$ cat config.mk
export PLATFORM = sky130hd
export DESIGN_NAME = sci_core
export DESIGN_NICKNAME = d
export VERILOG_FILES = /design/src/inc/sci_pkg.sv /design/src/logic/sci_baud_gen.sv /design/src/logic/sci_core.sv
export VERILOG_INCLUDE_DIRS = /design/src /design/src/inc
export SDC_FILE = /design/constraint.sdc
export NUM_CORES = 1
export LEC_CHECK = 0
export ABC_AREA = 0
export BUFFER_PORTS_ARGS = -buffer_cell sky130_fd_sc_hd__buf_2
export CAP_MARGIN = 20
export CORE_MARGIN = 5
export CORE_UTILIZATION = 40
export CTS_CLUSTER_SIZE = 16
export DETAILED_ROUTE_END_ITERATION = 8
export PLACE_DENSITY = 0.7
export SLEW_MARGIN = 5
export SYNTH_ARGS = -nofsm -noshare
export SYNTH_HDL_FRONTEND = slang
export SYNTH_SLANG_ARGS = --single-unit
$ cat constraint.sdc
create_clock -name core_clk -period 4.6 [get_ports core_clk]
set_input_delay 0.92 -clock core_clk [delete_from_list [all_inputs] [get_ports core_clk]]
set_output_delay 0.92 -clock core_clk [all_outputs]
set_load 0.05 [all_outputs]
$ cat src/inc/sci_consts.svh
/*
 * Offsets, field positions, reset values and timing counts of the
 * serial interface baud chain and status flags.
 * Assumes a 32-bit classic Wishbone slave with byte offsets.
 */
`ifndef SCI_CONSTS_SVH
`define SCI_CONSTS_SVH

// Register byte offsets
`define SCI_OFS_CTRL    8'h00
`define SCI_OFS_STAT    8'h04
`define SCI_OFS_DATA    8'h08
`define SCI_OFS_MASK    8'h0c

// Control field positions
`define SCI_CTRL_RATE   0
`define SCI_CTRL_PRESC  4
`define SCI_CTRL_TE     8
`define SCI_CTRL_RE     9

// Status bit positions
`define SCI_ST_TRANSMIT_BUFFER_EMPTY_FLAG     0
`define SCI_ST_TC       1
`define SCI_ST_RECEIVE_DATA_FULL_FLAG     2
`define SCI_ST_IDLE     3
`define SCI_ST_OVR      4
`define SCI_ST_NF       5
`define SCI_ST_FE       6

// Flag groups and reset values
`define SCI_TX_GRP      7'h03
`define SCI_RX_GRP      7'h7c
`define SCI_IRQ_CAP     7'h1f
`define SCI_MASK_RST    7'h00
`define SCI_STAT_RST    7'h00

// Prescaler divisors
`define SCI_PRE_DIV0    6'd1
`define SCI_PRE_DIV1    6'd3
`define SCI_PRE_DIV2    6'd4
`define SCI_PRE_DIV3    6'd13
`define SCI_PRE_DIV4    6'd39

// Timing counts in receiver timing ticks or bit ticks
`define SCI_RT_LAST     4'hf
`define SCI_SMP_FIRST   4'h7
`define SCI_SMP_LAST    4'h9
`define SCI_RX_STOP     4'h9
`define SCI_TX_LOAD_CNT 4'h9
`define SCI_IDLE_LAST   8'd159

`endif

$ cat src/inc/sci_pkg.sv
/*
 * Types of the serial interface baud chain and status flags.
 * Assumes sci_consts.svh for all numeric constants.
 */
`default_nettype none

package sci_pkg;
	typedef logic [2:0] sci_presc_t;
	typedef logic [2:0] sci_rate_t;
	typedef enum logic [0:0] {
		SCI_RX_IDLE,
		SCI_RX_BITS
	} sci_rx_e;
endpackage : sci_pkg

`default_nettype wire

$ cat src/logic/sci_baud_gen.sv
/*
 * Baud chain: prescaler, binary rate selector, bit divider.
 * Assumes one core clock; outputs are one-cycle enable pulses.
 */
`include "sci_consts.svh"
`default_nettype none

module sci_baud_gen (
	input  wire logic                core_clk,
	input  wire logic                srst,
	input  wire sci_pkg::sci_presc_t prescSel,
	input  wire sci_pkg::sci_rate_t  rateSel,
	output logic                     rtTick,
	output logic                     bitTick
);
	import sci_pkg::*;

	function automatic logic [5:0] preDiv(input sci_presc_t s);
		case (s)
			3'h0: preDiv = `SCI_PRE_DIV0;
			3'h1: preDiv = `SCI_PRE_DIV1;
			3'h2: preDiv = `SCI_PRE_DIV2;
			3'h3: preDiv = `SCI_PRE_DIV3;
			default: preDiv = `SCI_PRE_DIV4;
		endcase
	endfunction : preDiv

	logic [5:0] preCnt_ff;
	logic [6:0] rateCnt_ff;
	logic [3:0] bitCnt_ff;
	logic       rt_ff;
	logic       bit_ff;

	wire [5:0] preLast = preDiv(prescSel) - 6'd1;
	wire       preTick = preCnt_ff >= preLast;
	wire [6:0] rateMask = 7'((8'h01 << rateSel) - 8'h01);
	wire       rtNow = preTick & ((rateCnt_ff & rateMask) == rateMask); // RL1
	wire       bitNow = rtNow & (bitCnt_ff == `SCI_RT_LAST); // RL2

	always_ff @(posedge core_clk) begin
		if (srst) begin
			preCnt_ff <= 6'h00;
			rateCnt_ff <= 7'h00;
			bitCnt_ff <= 4'h0;
			rt_ff <= 1'b0;
			bit_ff <= 1'b0;
		end else begin
			preCnt_ff <= preTick ? 6'h00 : preCnt_ff + 6'h01;
			if (preTick)
				rateCnt_ff <= rateCnt_ff + 7'h01;
			if (rtNow)
				bitCnt_ff <= bitCnt_ff + 4'h1;
			rt_ff <= rtNow;
			bit_ff <= bitNow;
		end
	end

	assign rtTick = rt_ff;
	assign bitTick = bit_ff;
endmodule : sci_baud_gen

`default_nettype wire

$ cat src/logic/sci_core.sv
/*
 * Serial interface core: Wishbone registers, baud chain, minimal
 * 8N1 transmitter and receiver, status flags and interrupt.
 * Assumes rxdPin is asynchronous; txdOut/txdOe drive a shared pin.
 */
// Overview of operation
// RL1: Prescaler feeds a power-of-two rate selector giving the 16x timing tick.
// RL2: Bit clock is the timing tick divided by sixteen.
// RL3: Rate select survives reset and is writable at any time.
// RL4: Flags set by hardware stay set until cleared by software.
// RL5: Enabling the transmitter sets buffer-empty and complete flags.
// RL6: Buffer-empty flag with its enable raises an interrupt.
// RL7: Transmission-complete flag with its enable raises an interrupt.
// RL8: Disable mid-character finishes it, drops queued data, shuts down.
// RL9: Only reset stops the transmitter at once; no character abort.
// RL10: Disable while idle releases the pin on a bit tick.
// RL11: Last character after disable still sets complete and empty.
// RL12: Five receiver flags; noise and framing never interrupt.
// RL13: Receive-full sets when a character lands in the data register.
// RL14: Overrun drops the new character, keeps data, sets overrun.
// RL15: Idle sets once after activity then a full high character.
// RL16: Software keeps low prescaler bits zero when the top bit is set.
// RL17: Status read then data access clears the flags seen set.
// RL18: All enabled flags but noise and framing combine into one level interrupt.
`include "sci_consts.svh"
`default_nettype none

module sci_core (
	input  wire logic        core_clk,
	input  wire logic        srst,
	input  wire logic        wb_cyc_i,
	input  wire logic        wb_stb_i,
	input  wire logic        wb_we_i,
	input  wire logic [7:0]  wb_adr_i,
	input  wire logic [31:0] wb_dat_i,
	input  wire logic [3:0]  wb_sel_i,
	output logic      [31:0] wb_dat_o,
	output logic             wb_ack_o,
	output logic             irq,
	input  wire logic        rxdPin,
	output logic             txdOut,
	output logic             txdOe
);
	import sci_pkg::*;

	////////////////////////////////////////////////////////////////////
	// State
	logic        ack_ff;
	logic [31:0] datO_ff;
	logic        irq_ff;
	sci_rate_t   rateSel_ff = 3'h0;
	sci_presc_t  presc_ff;
	logic        teReq_ff;
	logic        re_ff;
	logic [6:0]  mask_ff;
	logic [6:0]  stat_ff;
	logic [6:0]  arm_ff;
	logic [7:0]  tdr_ff;
	logic        tdrFull_ff;
	logic [8:0]  txSh_ff;
	logic [3:0]  txCnt_ff;
	logic        txBusy_ff;
	logic        txOn_ff;
	logic        txd_ff;
	logic        rxM_ff;
	logic        rxS_ff;
	sci_rx_e     rxSt_ff;
	logic [3:0]  rxPh_ff;
	logic [3:0]  rxBit_ff;
	logic [2:0]  rxSmp_ff;
	logic [7:0]  rxSh_ff;
	logic        rxNoise_ff;
	logic [7:0]  rdr_ff;
	logic [7:0]  idleCnt_ff;
	logic        rxSeen_ff;
	logic        rtTick;
	logic        bitTick;

	////////////////////////////////////////////////////////////////////
	// Bus decode
	logic hitCtrl;
	logic hitStat;
	logic hitData;
	logic hitMask;
	wire  [7:0] ofs = {wb_adr_i[7:2], 2'b00};

	always_comb begin
		hitCtrl = 1'b0;
		hitStat = 1'b0;
		hitData = 1'b0;
		hitMask = 1'b0;
		if (ofs == `SCI_OFS_CTRL)
			hitCtrl = 1'b1;
		else if (ofs == `SCI_OFS_STAT)
			hitStat = 1'b1;
		else if (ofs == `SCI_OFS_DATA)
			hitData = 1'b1;
		else if (ofs == `SCI_OFS_MASK)
			hitMask = 1'b1;
	end

	wire req = wb_cyc_i & wb_stb_i;
	wire acc = req & ack_ff;
	wire wrAcc = acc & wb_we_i;
	wire rdAcc = acc & ~wb_we_i;
	wire wrCtrl = wrAcc & hitCtrl;
	wire wrStat = wrAcc & hitStat & wb_sel_i[0];
	wire wrMask = wrAcc & hitMask & wb_sel_i[0];
	wire dataWr = wrAcc & hitData & wb_sel_i[0];
	wire dataRd = rdAcc & hitData;
	wire statRd = rdAcc & hitStat;
	wire teRise = wrCtrl & wb_sel_i[1] & wb_dat_i[`SCI_CTRL_TE] & ~teReq_ff;

	////////////////////////////////////////////////////////////////////
	// Control registers
	always_ff @(posedge core_clk) begin
		if (wrCtrl & wb_sel_i[0])
			rateSel_ff <= wb_dat_i[`SCI_CTRL_RATE +: 3]; // RL3
	end

	always_ff @(posedge core_clk) begin
		if (srst) begin
			presc_ff <= 3'h0;
			teReq_ff <= 1'b0;
			re_ff <= 1'b0;
			mask_ff <= `SCI_MASK_RST;
		end else begin
			if (wrCtrl & wb_sel_i[0])
				presc_ff <= wb_dat_i[`SCI_CTRL_PRESC +: 3];
			if (wrCtrl & wb_sel_i[1]) begin
				teReq_ff <= wb_dat_i[`SCI_CTRL_TE];
				re_ff <= wb_dat_i[`SCI_CTRL_RE];
			end
			if (wrMask)
				mask_ff <= wb_dat_i[6:0];
		end
	end

	sci_baud_gen u_baud (
		.core_clk (core_clk),
		.srst     (srst),
		.prescSel (presc_ff),
		.rateSel  (rateSel_ff),
		.rtTick   (rtTick),
		.bitTick  (bitTick)
	); // RL1 RL2

	////////////////////////////////////////////////////////////////////
	// Transmitter
	wire txSlot = bitTick & (txCnt_ff == 4'h0);
	wire txLoad = txSlot & tdrFull_ff & teReq_ff;
	wire txEnd = txSlot & txBusy_ff;

	always_ff @(posedge core_clk) begin
		if (srst) begin
			tdr_ff <= 8'h00;
			tdrFull_ff <= 1'b0;
			txSh_ff <= 9'h1ff;
			txCnt_ff <= 4'h0;
			txBusy_ff <= 1'b0;
			txOn_ff <= 1'b0; // RL9
			txd_ff <= 1'b1;
		end else begin
			if (teRise)
				txOn_ff <= 1'b1;
			if (bitTick) begin
				if (txCnt_ff != 4'h0) begin
					txd_ff <= txSh_ff[0];
					txSh_ff <= {1'b1, txSh_ff[8:1]};
					txCnt_ff <= txCnt_ff - 4'h1; // RL9
				end else if (tdrFull_ff & teReq_ff) begin
					txd_ff <= 1'b0;
					txSh_ff <= {1'b1, tdr_ff};
					txCnt_ff <= `SCI_TX_LOAD_CNT;
					txBusy_ff <= 1'b1;
					tdrFull_ff <= 1'b0;
				end else begin
					txBusy_ff <= 1'b0;
					if (~teReq_ff) begin
						txOn_ff <= 1'b0; // RL8 RL10
						tdrFull_ff <= 1'b0; // RL8
						txd_ff <= 1'b1;
					end
				end
			end
			if (dataWr & teReq_ff) begin
				tdr_ff <= wb_dat_i[7:0];
				tdrFull_ff <= 1'b1;
			end
		end
	end

	////////////////////////////////////////////////////////////////////
	// Receiver
	wire rxMaj = (rxSmp_ff[0] & rxSmp_ff[1]) | (rxSmp_ff[0] & rxSmp_ff[2])
		| (rxSmp_ff[1] & rxSmp_ff[2]);
	wire rxNoisy = (|rxSmp_ff) & ~(&rxSmp_ff);
	wire rxInWin = (rxPh_ff >= `SCI_SMP_FIRST) & (rxPh_ff <= `SCI_SMP_LAST);
	wire rxEval = rtTick & (rxSt_ff == SCI_RX_BITS) & (rxPh_ff == `SCI_RT_LAST);
	wire rxDone = rxEval & (rxBit_ff == `SCI_RX_STOP);
	wire rxFalse = rxEval & (rxBit_ff == 4'h0) & rxMaj;
	wire rxMid = (rxBit_ff != 4'h0) & (rxBit_ff != `SCI_RX_STOP);
	wire rxIdle = rxSt_ff == SCI_RX_IDLE;
	wire idleSet = rtTick & rxS_ff & rxIdle & rxSeen_ff
		& (idleCnt_ff == `SCI_IDLE_LAST);

	always_ff @(posedge core_clk) begin
		if (srst) begin
			rxM_ff <= 1'b1;
			rxS_ff <= 1'b1;
		end else begin
			rxM_ff <= rxdPin;
			rxS_ff <= rxM_ff;
		end
	end

	always_ff @(posedge core_clk) begin
		if (srst) begin
			rxSt_ff <= SCI_RX_IDLE;
			rxPh_ff <= 4'h0;
			rxBit_ff <= 4'h0;
			rxSmp_ff <= 3'h7;
			rxSh_ff <= 8'h00;
			rxNoise_ff <= 1'b0;
		end else if (rtTick) begin
			case (rxSt_ff)
				SCI_RX_IDLE: begin
					if (re_ff & ~rxS_ff) begin
						rxSt_ff <= SCI_RX_BITS;
						rxPh_ff <= 4'h1;
						rxBit_ff <= 4'h0;
						rxNoise_ff <= 1'b0;
					end
				end
				SCI_RX_BITS: begin
					rxPh_ff <= rxPh_ff + 4'h1;
					if (rxInWin)
						rxSmp_ff <= {rxSmp_ff[1:0], rxS_ff};
					if (rxEval) begin
						rxBit_ff <= rxBit_ff + 4'h1;
						rxNoise_ff <= rxNoise_ff | rxNoisy;
						if (rxMid)
							rxSh_ff <= {rxMaj, rxSh_ff[7:1]};
						if (rxFalse | rxDone)
							rxSt_ff <= SCI_RX_IDLE;
					end
				end
				default: rxSt_ff <= SCI_RX_IDLE;
			endcase
		end
	end

	always_ff @(posedge core_clk) begin
		if (srst)
			rdr_ff <= 8'h00;
		else if (rxDone & ~stat_ff[`SCI_ST_RECEIVE_DATA_FULL_FLAG])
			rdr_ff <= rxSh_ff; // RL13 RL14
	end

	always_ff @(posedge core_clk) begin
		if (srst) begin
			idleCnt_ff <= 8'h00;
			rxSeen_ff <= 1'b0;
		end else if (~rxS_ff) begin
			idleCnt_ff <= 8'h00;
			rxSeen_ff <= 1'b1;
		end else if (idleSet) begin
			idleCnt_ff <= 8'h00;
			rxSeen_ff <= 1'b0; // RL15
		end else if (rtTick & rxIdle & rxSeen_ff) begin
			idleCnt_ff <= idleCnt_ff + 8'h01;
		end
	end

	////////////////////////////////////////////////////////////////////
	// Status flags
	wire tdreSet = teRise | txLoad | (txEnd & ~teReq_ff); // RL5 RL6 RL11
	wire tcSet = teRise | (txEnd & ~txLoad); // RL5 RL7 RL11
	wire rxSet = rxDone & ~stat_ff[`SCI_ST_RECEIVE_DATA_FULL_FLAG]; // RL13
	wire ovrSet = rxDone & stat_ff[`SCI_ST_RECEIVE_DATA_FULL_FLAG]; // RL14
	wire nfSet = rxSet & (rxNoise_ff | rxNoisy); // RL12
	wire feSet = rxSet & ~rxMaj; // RL12
	wire [6:0] setV = {feSet, nfSet, ovrSet, idleSet, rxSet, tcSet, tdreSet};
	wire [6:0] seqClr = (dataWr ? arm_ff & `SCI_TX_GRP : 7'h00)
		| (dataRd ? arm_ff & `SCI_RX_GRP : 7'h00); // RL17
	wire [6:0] clrV = (wrStat ? wb_dat_i[6:0] : 7'h00) | seqClr;
	wire [6:0] nxt_stat = (stat_ff & ~clrV) | setV; // RL4

	always_ff @(posedge core_clk) begin
		if (srst) begin
			stat_ff <= `SCI_STAT_RST;
			arm_ff <= 7'h00;
			irq_ff <= 1'b0;
		end else begin
			stat_ff <= nxt_stat;
			arm_ff <= statRd ? stat_ff : arm_ff & ~seqClr; // RL17
			irq_ff <= |(stat_ff & mask_ff & `SCI_IRQ_CAP); // RL6 RL7 RL12 RL18
		end
	end

	////////////////////////////////////////////////////////////////////
	// Read mux and acknowledge
	logic [31:0] rdVal;

	always_comb begin
		rdVal = 32'h0000_0000;
		if (hitCtrl)
			rdVal = {22'h0, re_ff, teReq_ff, 1'b0, presc_ff, 1'b0, rateSel_ff};
		else if (hitStat)
			rdVal = {25'h0, stat_ff};
		else if (hitData)
			rdVal = {24'h0, rdr_ff};
		else if (hitMask)
			rdVal = {25'h0, mask_ff};
	end

	always_ff @(posedge core_clk) begin
		if (srst) begin
			ack_ff <= 1'b0;
			datO_ff <= 32'h0000_0000;
		end else begin
			ack_ff <= req & ~ack_ff;
			if (req & ~ack_ff)
				datO_ff <= rdVal;
		end
	end

	assign wb_dat_o = datO_ff;
	assign wb_ack_o = ack_ff;
	assign irq = irq_ff;
	assign txdOut = txd_ff;
	assign txdOe = txOn_ff;
endmodule : sci_core

`default_nettype wire

==> results.yml, run 1 <==
clock_tree:
  cts_max_level: 4
  post_cts_buffers: 0
  clkSinkCount: 124
  clk_latency_ns: 0.42
  clockRootBuffer: "clkbuf_16"
  path_clk_slew_ns: 0.06
  post_cts_resized: 0
  cts_buffers: 17
  holdBufCountCts: 0
  cts_buffer_depth: 2
  cts_tree: "built"
synth:
  ys_dominant_reg_cell: "dfxtp_1"
  synth_seq_cells: 124
  async_reset_ff_frac: 0
  netlist_area_sq_um: 5794
  syn_inst: 660
  synth.avg_cell_area_sq_um: 8.779
  ys_seq_area_frac: 0.4336
  synth_cell_type_count: 74
  synth-edff-count: 3
  yosys_warnings: 0
drt:
  avgRoutedWirePerCell_microns: 14.32
  antenna_left: 0
  dr_total_vias: 4585
  vias_per_cell: 5.169
  drt_iter0_markers: 231
  drt-total-wl_mm: 12.70
  post-route-drc-count: 0
  dr.pass1.iters: 4
timing:
  drv_slew: 0
  setup_violations: 0
  post-route-period-util: 0.5735
  finalHoldViolCount: 0
  rsz0062_at_grt: "false"
  maxSlewHeadroom: 0.3016
  worst_slack_ns: 1.962
  finalClockSkew_ns: 0.007617
  layout_min_cycle_time_ns: 2.638
  fmax_ghz: 0.3790
  worstMarginPinSlew_ns: 1.039
  fin_setup_tns_ns: 0
placed_design:
  portBuffers: 37
  place.gp.congestion: 0.8109
  place_hpwl_mm: 8.730
  place_ws_ns: 1.570
floorplan:
  num_io_pins: 86
  fp.dieH_microns: 130.4
  core-area_sq_um: 14370
  die-width_microns: 130.4
  row_count: 44
  initial_core_util: 0.4033
  die-area_sq_um: 16990
setup_path:
  cp-start-kind: "flop"
  required_ns: 4.90
  crit_chain: "inv_1 > nor3_1 > ha_1 > xor2_1 > ha_1 > nand4_1 > o221a_2 > or3_1 > nor3_1"
  cp.arrival_ns: 2.94
  worstRegToRegCells: 9
  endpoint_kind: "flop"
  critical_path_class: "flop to flop"
  cpPeakStageDelay_ns: 0.42
  slowest_stage: "dfxtp_1"
  crit_fanout: 17
job:
  cap_viol_max_count: 0
grt:
  grt_pass1_wl_mm: 21.14
  antenna_found_initial: 0
  grt_pass1_vias: 4343
  grt_max_degree: 70
  grt-ovfl-total: 0
  grt_usage: 0.1579
power_and_ir_drop:
  leakage_nw: 2.679
  pwr_density_cell_nw_per_um2: 400.4
  irDropWorstVdd_mv: 0.3054
cells_and_area:
  area_growth_pct: 14.58
  layout_commonest_cell: "dfxtp_1"
  antenna_cells: 0
  fin_nets: 757
  final_cell_mix: "121 x dfxtp_1, 83 x nor2_1, 75 x nand2_1"
  drive_above_1_share: 0.1451
outcome:
  status: "finished, final reports clean"
min_path:
  hold_path_class: "flop to flop"
  hold_depth: 1
## logic make-up after synthesis
logic type / synth area share
DFF: 0.4336
and+or+nand+nor: 0.2406
muxes: 0.06629
other: 0.001296
adders and majority gates: 0.03844
xor gates and xnor gates: 0.02267
buffers and inverters: 0.06305
AOI/OAI and AO/OA: 0.1341
## metrics by stage
step	utilization	instance area (sq um)	hold slack (ns)	power, mW	instances
6_report	0.4620	6639	0.4166	2.658	887
3_3_place_gp	0.4179	6005	0.4103	1.246	855
4_1_cts	0.4620	6639	0.4207	2.681	887
2_1_floorplan	-	5873	0.3895	1.229	681
3_5_place_dp	0.4179	6005	0.4029	1.246	855
5_1_grt	0.4620	6639	0.4356	2.746	887
## state kept, by name, indices dropped and copies added, names as in the netlist, 6 cells and up
signal and cells:
txSh_ff 8, stat_ff 7, mask_ff 7, idleCnt_ff 8, wb_dat_o 10, rdr_ff 8, u_baud.preCnt_ff 6, tdr_ff 8
rxSh_ff 8, u_baud.rateCnt_ff 7, arm_ff 7
## cell usage after synthesis (all sizes together), types with 3 or more instances
cell type,instances,area [sq um]
a211o,10,87.58
a21oi,63,322.8
a221oi,5,43.79
a22o,4,35.03
a22oi,6,45.04
a32oi,3,26.28
and3,5,31.28
buf,31,230.2
clkbuf,17,63.81
dfxtp,121,2422
edfxtp,3,90.09
ha,17,212.7
inv,19,71.32
mux2,9,101.4
mux2i,26,260.3
nand2,78,310.3
nand2b,7,43.79
nand3,38,195.2
nand4,5,37.53
nor2,83,311.6
nor2b,10,62.56
nor3,15,91.34
nor3b,3,33.78
nor4,5,52.55
o21ai,13,68.82
o31ai,5,37.54
or2,3,18.77
or3,6,42.54
or4,6,48.80
xnor2,7,61.31
xor2,8,70.07
## power breakdown
group          internal (mW)  total (mW)  leakage [nW]  switching [mW]
Sequential              1.09        1.09          1.00         0.00759
Combinational         0.0271       0.129          1.37           0.102
Clock                  0.915        1.43         0.307           0.520
## worst max-delay path, delay by kind of cell, from the launching register on
kind,cells,cell delay (ns)
xor gates and xnor gates,1,0.07
buffers and inverters,1,0.08
and+or+nand+nor,4,1.08
DFF,1,0.42
adders and majority gates,2,0.48
AOI/OAI and AO/OA,1,0.40
## area by class of cell
class / instances / area, sq um
multi-input cells: 490 / 2995
clock buffers: 17 / 425.4
clock inverters: 15 / 209.0
inverters: 19 / 71.32
flip-flops and latches: 124 / 2512
repair buffers: 38 / 195.2
fillers: 1407 / 7730
well taps: 184 / 230.2
## path summary, 6_finish.rpt
path         slack (ns)   startpoint             end
max                1.96  presc_ff[1]  u_baud.bitTick
min                0.42       rxM_ff          rxS_ff
min reg2reg        0.42       rxM_ff          rxS_ff
max reg2reg        1.96  presc_ff[1]  u_baud.bitTick
## per-layer routing
layer	GRT usage	part of all wire
met1	0.1958	0.45
met4	0.05445	0.013
met2	0.2592	0.48
met3	0.05076	0.048
met5	0	0
(Power assumes the default switching activity.)
==> inputs of run 2 (changes only) <==
PLACE_DENSITY = 0.73   (was 0.7)
clock period = 2.15 ns   (was 4.6 ns; I/O delays follow)
==> results.yml, run 2 (synthesized netlist as in run 1, its figures left out) <==
clock_tree:
  clk_latency_ns: 0.42
  cts_tree: "built"
  cts_max_level: 4
  path_clk_slew_ns: 0.05
  cts_buffers: 17
  clockRootBuffer: "clkbuf_16"
  holdBufCountCts: 0
  cts_buffer_depth: 2
  clkSinkCount: 124
cells_and_area:
  area_growth_pct: 22.91
  fin_nets: 790
  final_cell_mix: "118 x dfxtp_1, 82 x nor2_1, 74 x nand2_1"
  antenna_cells: 0
  stdcell_count: 920
  drive_above_1_share: 0.2133
  layout_commonest_cell: "dfxtp_1"
  largest_reg_flops: 10
timing:
  finalClockSkew_ns: 0.006332
  maxSlewHeadroom: 0.4686
  hold_ws_ns: 0.1963
  fmax_ghz: 0.4305
  worst_slack_ns: -0.1729
  finalHoldViolCount: 0
  layout_min_cycle_time_ns: 2.323
  fin_setup_tns_ns: -1.299
  worstMarginPinSlew_ns: 0.7954
  rsz0062_at_grt: "true"
  setup_violations: 18
  drv_slew: 0
  post-route-period-util: 1.080
floorplan:
  num_io_pins: 86
  die-area_sq_um: 16990
  row_count: 44
  fp.dieH_microns: 130.4
  initial_core_util: 0.4033
  core-area_sq_um: 14370
  die-width_microns: 130.4
power_and_ir_drop:
  intPower_mw: 4.450
  totalPowerFinal_mw: 5.725
  p_sw_mw: 1.275
  clockPowerShare: 0.532
  combinationalPowerShare: 0.059
  seq_power_share: 0.409
  irDropWorstVdd_mv: 0.6532
  leakage_nw: 2.900
  pwr_density_cell_nw_per_um2: 803.8
  power_switching_share: 0.2227
drt:
  wl_met1_mm: 6.047
  antenna_left: 0
  dr_wl_met3_microns: 540
  dr.pass1.iters: 5
  wl_met2_mm: 6.538
  post-route-drc-count: 0
  dr_total_vias: 4792
  drt-total-wl_mm: 13.44
  top_layer: "met4"
  avgRoutedWirePerCell_microns: 14.61
  vias_per_cell: 5.209
  drt_iter0_markers: 382
grt:
  grt_pass1_vias: 4479
  grt_max_degree: 47
  grt-ovfl-total: 0
  grt_usage: 0.1652
  antenna_found_initial: 0
  grt_pass1_wl_mm: 22.02
outcome:
  violations: "negative setup slack"
  status: "finished, violations left"
setup_path:
  required_ns: 2.44
  cp.arrival_ns: 2.62
  endpoint_kind: "flop"
  cpPeakStageDelay_ns: 0.36
  critical_path_class: "flop to flop"
  r2r-end: "u_baud.bitCnt_ff[1]"
  rrSetupSlack_ns: -0.17
  worstRegToRegCells: 10
  regToRegStartpoint: "presc_ff[0]"
  crit_fanout: 5
  crit_chain: "nor3_4 > ha_2 > xor2_1 > ha_1 > nand4_1 > buf_4 > o221a_4 > buf_6 > o31ai_2 > a21oi_1"
  slowest_stage: "dfxtp_4"
  cp-start-kind: "flop"
min_path:
  worstHoldEndpoint: "rxM_ff"
  hold_path_class: "primary input to flop"
  hp-start: "rxdPin"
  hold_depth: 2
placed_design:
  place.gp.congestion: 0.9169
  portBuffers: 37
  place_ws_ns: -0.1982
  dp_cells: 881
  place_hpwl_mm: 9.222
job:
  cap_viol_max_count: 0
[run 2: worst max path at each step]
| stage | start | endpoint | slack [ns] | cells past startpoint |
|---|---|---|---|---|
| floorplan | presc_ff[0] | u_baud.bitCnt_ff[2] | -0.03 | 8 |
| global placement | presc_ff[0] | u_baud.bitCnt_ff[2] | -0.13 | 8 |
| detailed placement | presc_ff[0] | u_baud.bitCnt_ff[2] | -0.20 | 8 |
| CTS | presc_ff[1] | u_baud.bitCnt_ff[3] | -0.12 | 10 |
| global route | presc_ff[0] | u_baud.bitCnt_ff[0] | -0.22 | 10 |
| finish | presc_ff[0] | u_baud.bitCnt_ff[1] | -0.17 | 10 |
[run 2: metal layers]
| layer | up-vias | GRT usage |
|---|---|---|
| li1 | 2409 | - |
| met1 | 2254 | 0.2064 |
| met2 | 104 | 0.2667 |
| met3 | 25 | 0.04994 |
| met4 | 0 | 0.06715 |
| met5 | - | 0 |
[run 2: power groups by stage]
stage / Combinational (mW) / Sequential (mW) / Clock (mW)
after floorplan: 0.226 / 2.41 / 0
after global placement: 0.288 / 2.39 / 0
after detailed placement: 0.293 / 2.39 / 0
after CTS: 0.321 / 2.34 / 3.10
after global routing: 0.363 / 2.34 / 3.21
final: 0.339 / 2.34 / 3.04
[run 2: through the flow]
step	cell area, sq um	util
global placement	6245	0.4346
floorplan	5916	-
global route	7122	0.4956
finish	7122	0.4956
CTS	7046	0.4903
detailed placement	6245	0.4346
[run 2: critical path, delay by kind of cell (launching register included)]
| family | cells | cell delay [ns] |
|---|---|---|
| AOI/OAI and AO/OA | 3 | 0.65 |
| adders and majority gates | 2 | 0.47 |
| DFF | 1 | 0.36 |
| and+or+nand+nor | 2 | 0.33 |
| buffers and inverters | 2 | 0.32 |
| xor gates and xnor gates | 1 | 0.06 |
[run 2: repair_timing]
item	in CTS	in global routing
hold endpoints to repair	0	0
pin swaps	16	3
buffers inserted	7	1
cloned	1	0
endpoints found under the setup margin	15	19
resized for setup	16	17
[run 2: layout make-up]
type / count / area [sq um]
Sequential cell: 124 / 2519
Timing Repair Buffer: 70 / 466.7
Clock inverter: 10 / 162.7
Multi-Input combinational cell: 491 / 3198
Inverter: 19 / 71.32
Clock buffer: 22 / 474.2
Tap cell: 184 / 230.2
Fill cell: 1307 / 7247
==> inputs of run 3 (changes only) <==
CORE_ASPECT_RATIO = 1.5   (was not set)
SLEW_MARGIN = not set   (was 5)
==> results.yml, run 3 (synthesized netlist as in run 1, its figures left out) <==
floorplan:
  die-width_microns: 108.3
  row_count: 54
  die-area_sq_um: 17040
  fp.dieH_microns: 157.4
  initial_core_util: 0.4026
  num_io_pins: 86
  core-area_sq_um: 14390
grt:
  grt_pass1_vias: 4804
  grt-ovfl-total: 0
  grt_max_degree: 62
  grt_usage: 0.1713
  antenna_found_initial: 0
  grt_pass1_wl_mm: 23.13
cells_and_area:
  final_util: 0.4856
  final_cell_mix: "118 x dfxtp_1, 83 x nor2_1, 75 x nand2_1"
  drive_above_1_share: 0.1956
  largest_reg_flops: 10
  fin_nets: 786
  layout_commonest_cell: "dfxtp_1"
  fillers: 1341
  stdcell_count: 927
  area_growth_pct: 20.60
  antenna_cells: 0
clock_tree:
  clk_latency_ns: 0.41
  cts_tree: "built"
  clockRootBuffer: "clkbuf_16"
  cts_max_level: 4
  holdBufCountCts: 0
  cts_buffers: 17
  path_clk_slew_ns: 0.05
  cts_buffer_depth: 2
  clkSinkCount: 124
timing:
  fmax_ghz: 0.4395
  finalHoldViolCount: 0
  maxSlewHeadroom: 0.2558
  worstMarginPinSlew_ns: 1.106
  worst_slack_ns: -0.1256
  layout_min_cycle_time_ns: 2.276
  finalClockSkew_ns: 0.008428
  rsz0062_at_grt: "true"
  post-route-period-util: 1.058
  setup_violations: 11
  drv_slew: 0
drt:
  avgRoutedWirePerCell_microns: 15.07
  antenna_left: 0
  post-route-drc-count: 0
  drt_iter0_markers: 327
  drt-total-wl_mm: 13.97
  vias_per_cell: 5.269
  dr.pass1.iters: 5
  dr_total_vias: 4884
min_path:
  hold_path_class: "primary input to flop"
setup_path:
  required_ns: 2.45
  endpoint: "u_baud.bitCnt_ff[3]"
  crit_start: "presc_ff[0]"
  crit_fanout: 7
  regToRegStartpoint: "presc_ff[0]"
  endpoint_kind: "flop"
  worstRegToRegCells: 9
  r2r-end: "u_baud.bitCnt_ff[3]"
  rrSetupSlack_ns: -0.13
  cp-start-kind: "flop"
  critical_path_class: "flop to flop"
  cp.arrival_ns: 2.58
placed_design:
  dp_cells: 894
  portBuffers: 37
  place.gp.congestion: 0.9065
  place_hpwl_mm: 9.738
outcome:
  violations: "negative setup slack"
  status: "finished, violations left"
power_and_ir_drop:
  pwr_density_cell_nw_per_um2: 791.6
  leakage_nw: 2.844
  irDropWorstVdd_mv: 0.5739
job:
  cap_viol_max_count: 0
[run 3: timing repair]
item,4_1_cts,5_1_grt
resized for setup,6,12
setup endpoints to repair,15,19
hold endpoints to repair,0,0
cloned,1,0
pin swaps,7,4
setup buffers,1,0
[run 3: how the worst min path moves through the flow]
stage	cells past startpoint	from	to	slack [ns]
finish	2	rxdPin	rxM_ff	0.20
global route	2	rxdPin	rxM_ff	0.21
CTS	2	rxdPin	rxM_ff	0.19
detailed placement	1	rxM_ff	rxS_ff	0.40
global placement	1	rxM_ff	rxS_ff	0.39
floorplan	1	rxM_ff	rxS_ff	0.39
[run 3: per-stage QoR]
stage	area [sq um]	total power, mW	TNS [ns]	hold WS [ns]	worst slack (ns)
floorplan	5916	2.636	-0.04132	0.3895	-0.03053
global placement	6267	2.687	-0.5340	0.3923	-0.1312
CTS	6920	5.560	-0.7736	0.1922	-0.1432
global route	6988	5.704	-3.000	0.2082	-0.2492
detailed placement	6267	2.690	-0.8777	0.3992	-0.1611
finish	6988	5.532	-0.7745	0.2043	-0.1256
[run 3: cell type report]
class | count | area (sq um) | area share
Clock buffer | 23 | 478.0 | 0.06840
Multi-Input combinational cell | 491 | 3137 | 0.4489
Sequential cell | 124 | 2516 | 0.3601
Timing Repair Buffer | 66 | 425.4 | 0.06088
Inverter | 19 | 71.32 | 0.01021
Clock inverter | 8 | 115.1 | 0.01647
Tap cell | 196 | 245.2 | 0.03509
[run 3: power breakdown]
part	switching (mW)	internal (mW)	total, mW	leakage, nW
sequential	0.0160	2.33	2.34	1.01
combinational	0.239	0.0860	0.325	1.54
clock	0.967	1.90	2.86	0.297
[run 3: layer usage]
layer	up-vias	part of all wire	global-route usage
met3	42	0.043	0.03775
met1	2312	0.39	0.1845
met4	0	0.049	0.1047
met2	138	0.52	0.3025
met5	-	0	0
li1	2392	-	-
[run 3: critical path, stage by stage, from the launching register on]
cell	delay, ns
dfxtp_2	0.34
nor3_4	0.19
ha_2	0.19
xor2_1	0.06
ha_1	0.28
nand4_1	0.13
buf_4	0.19
o221a_4	0.30
nor4_4	0.16
mux2_4	0.32
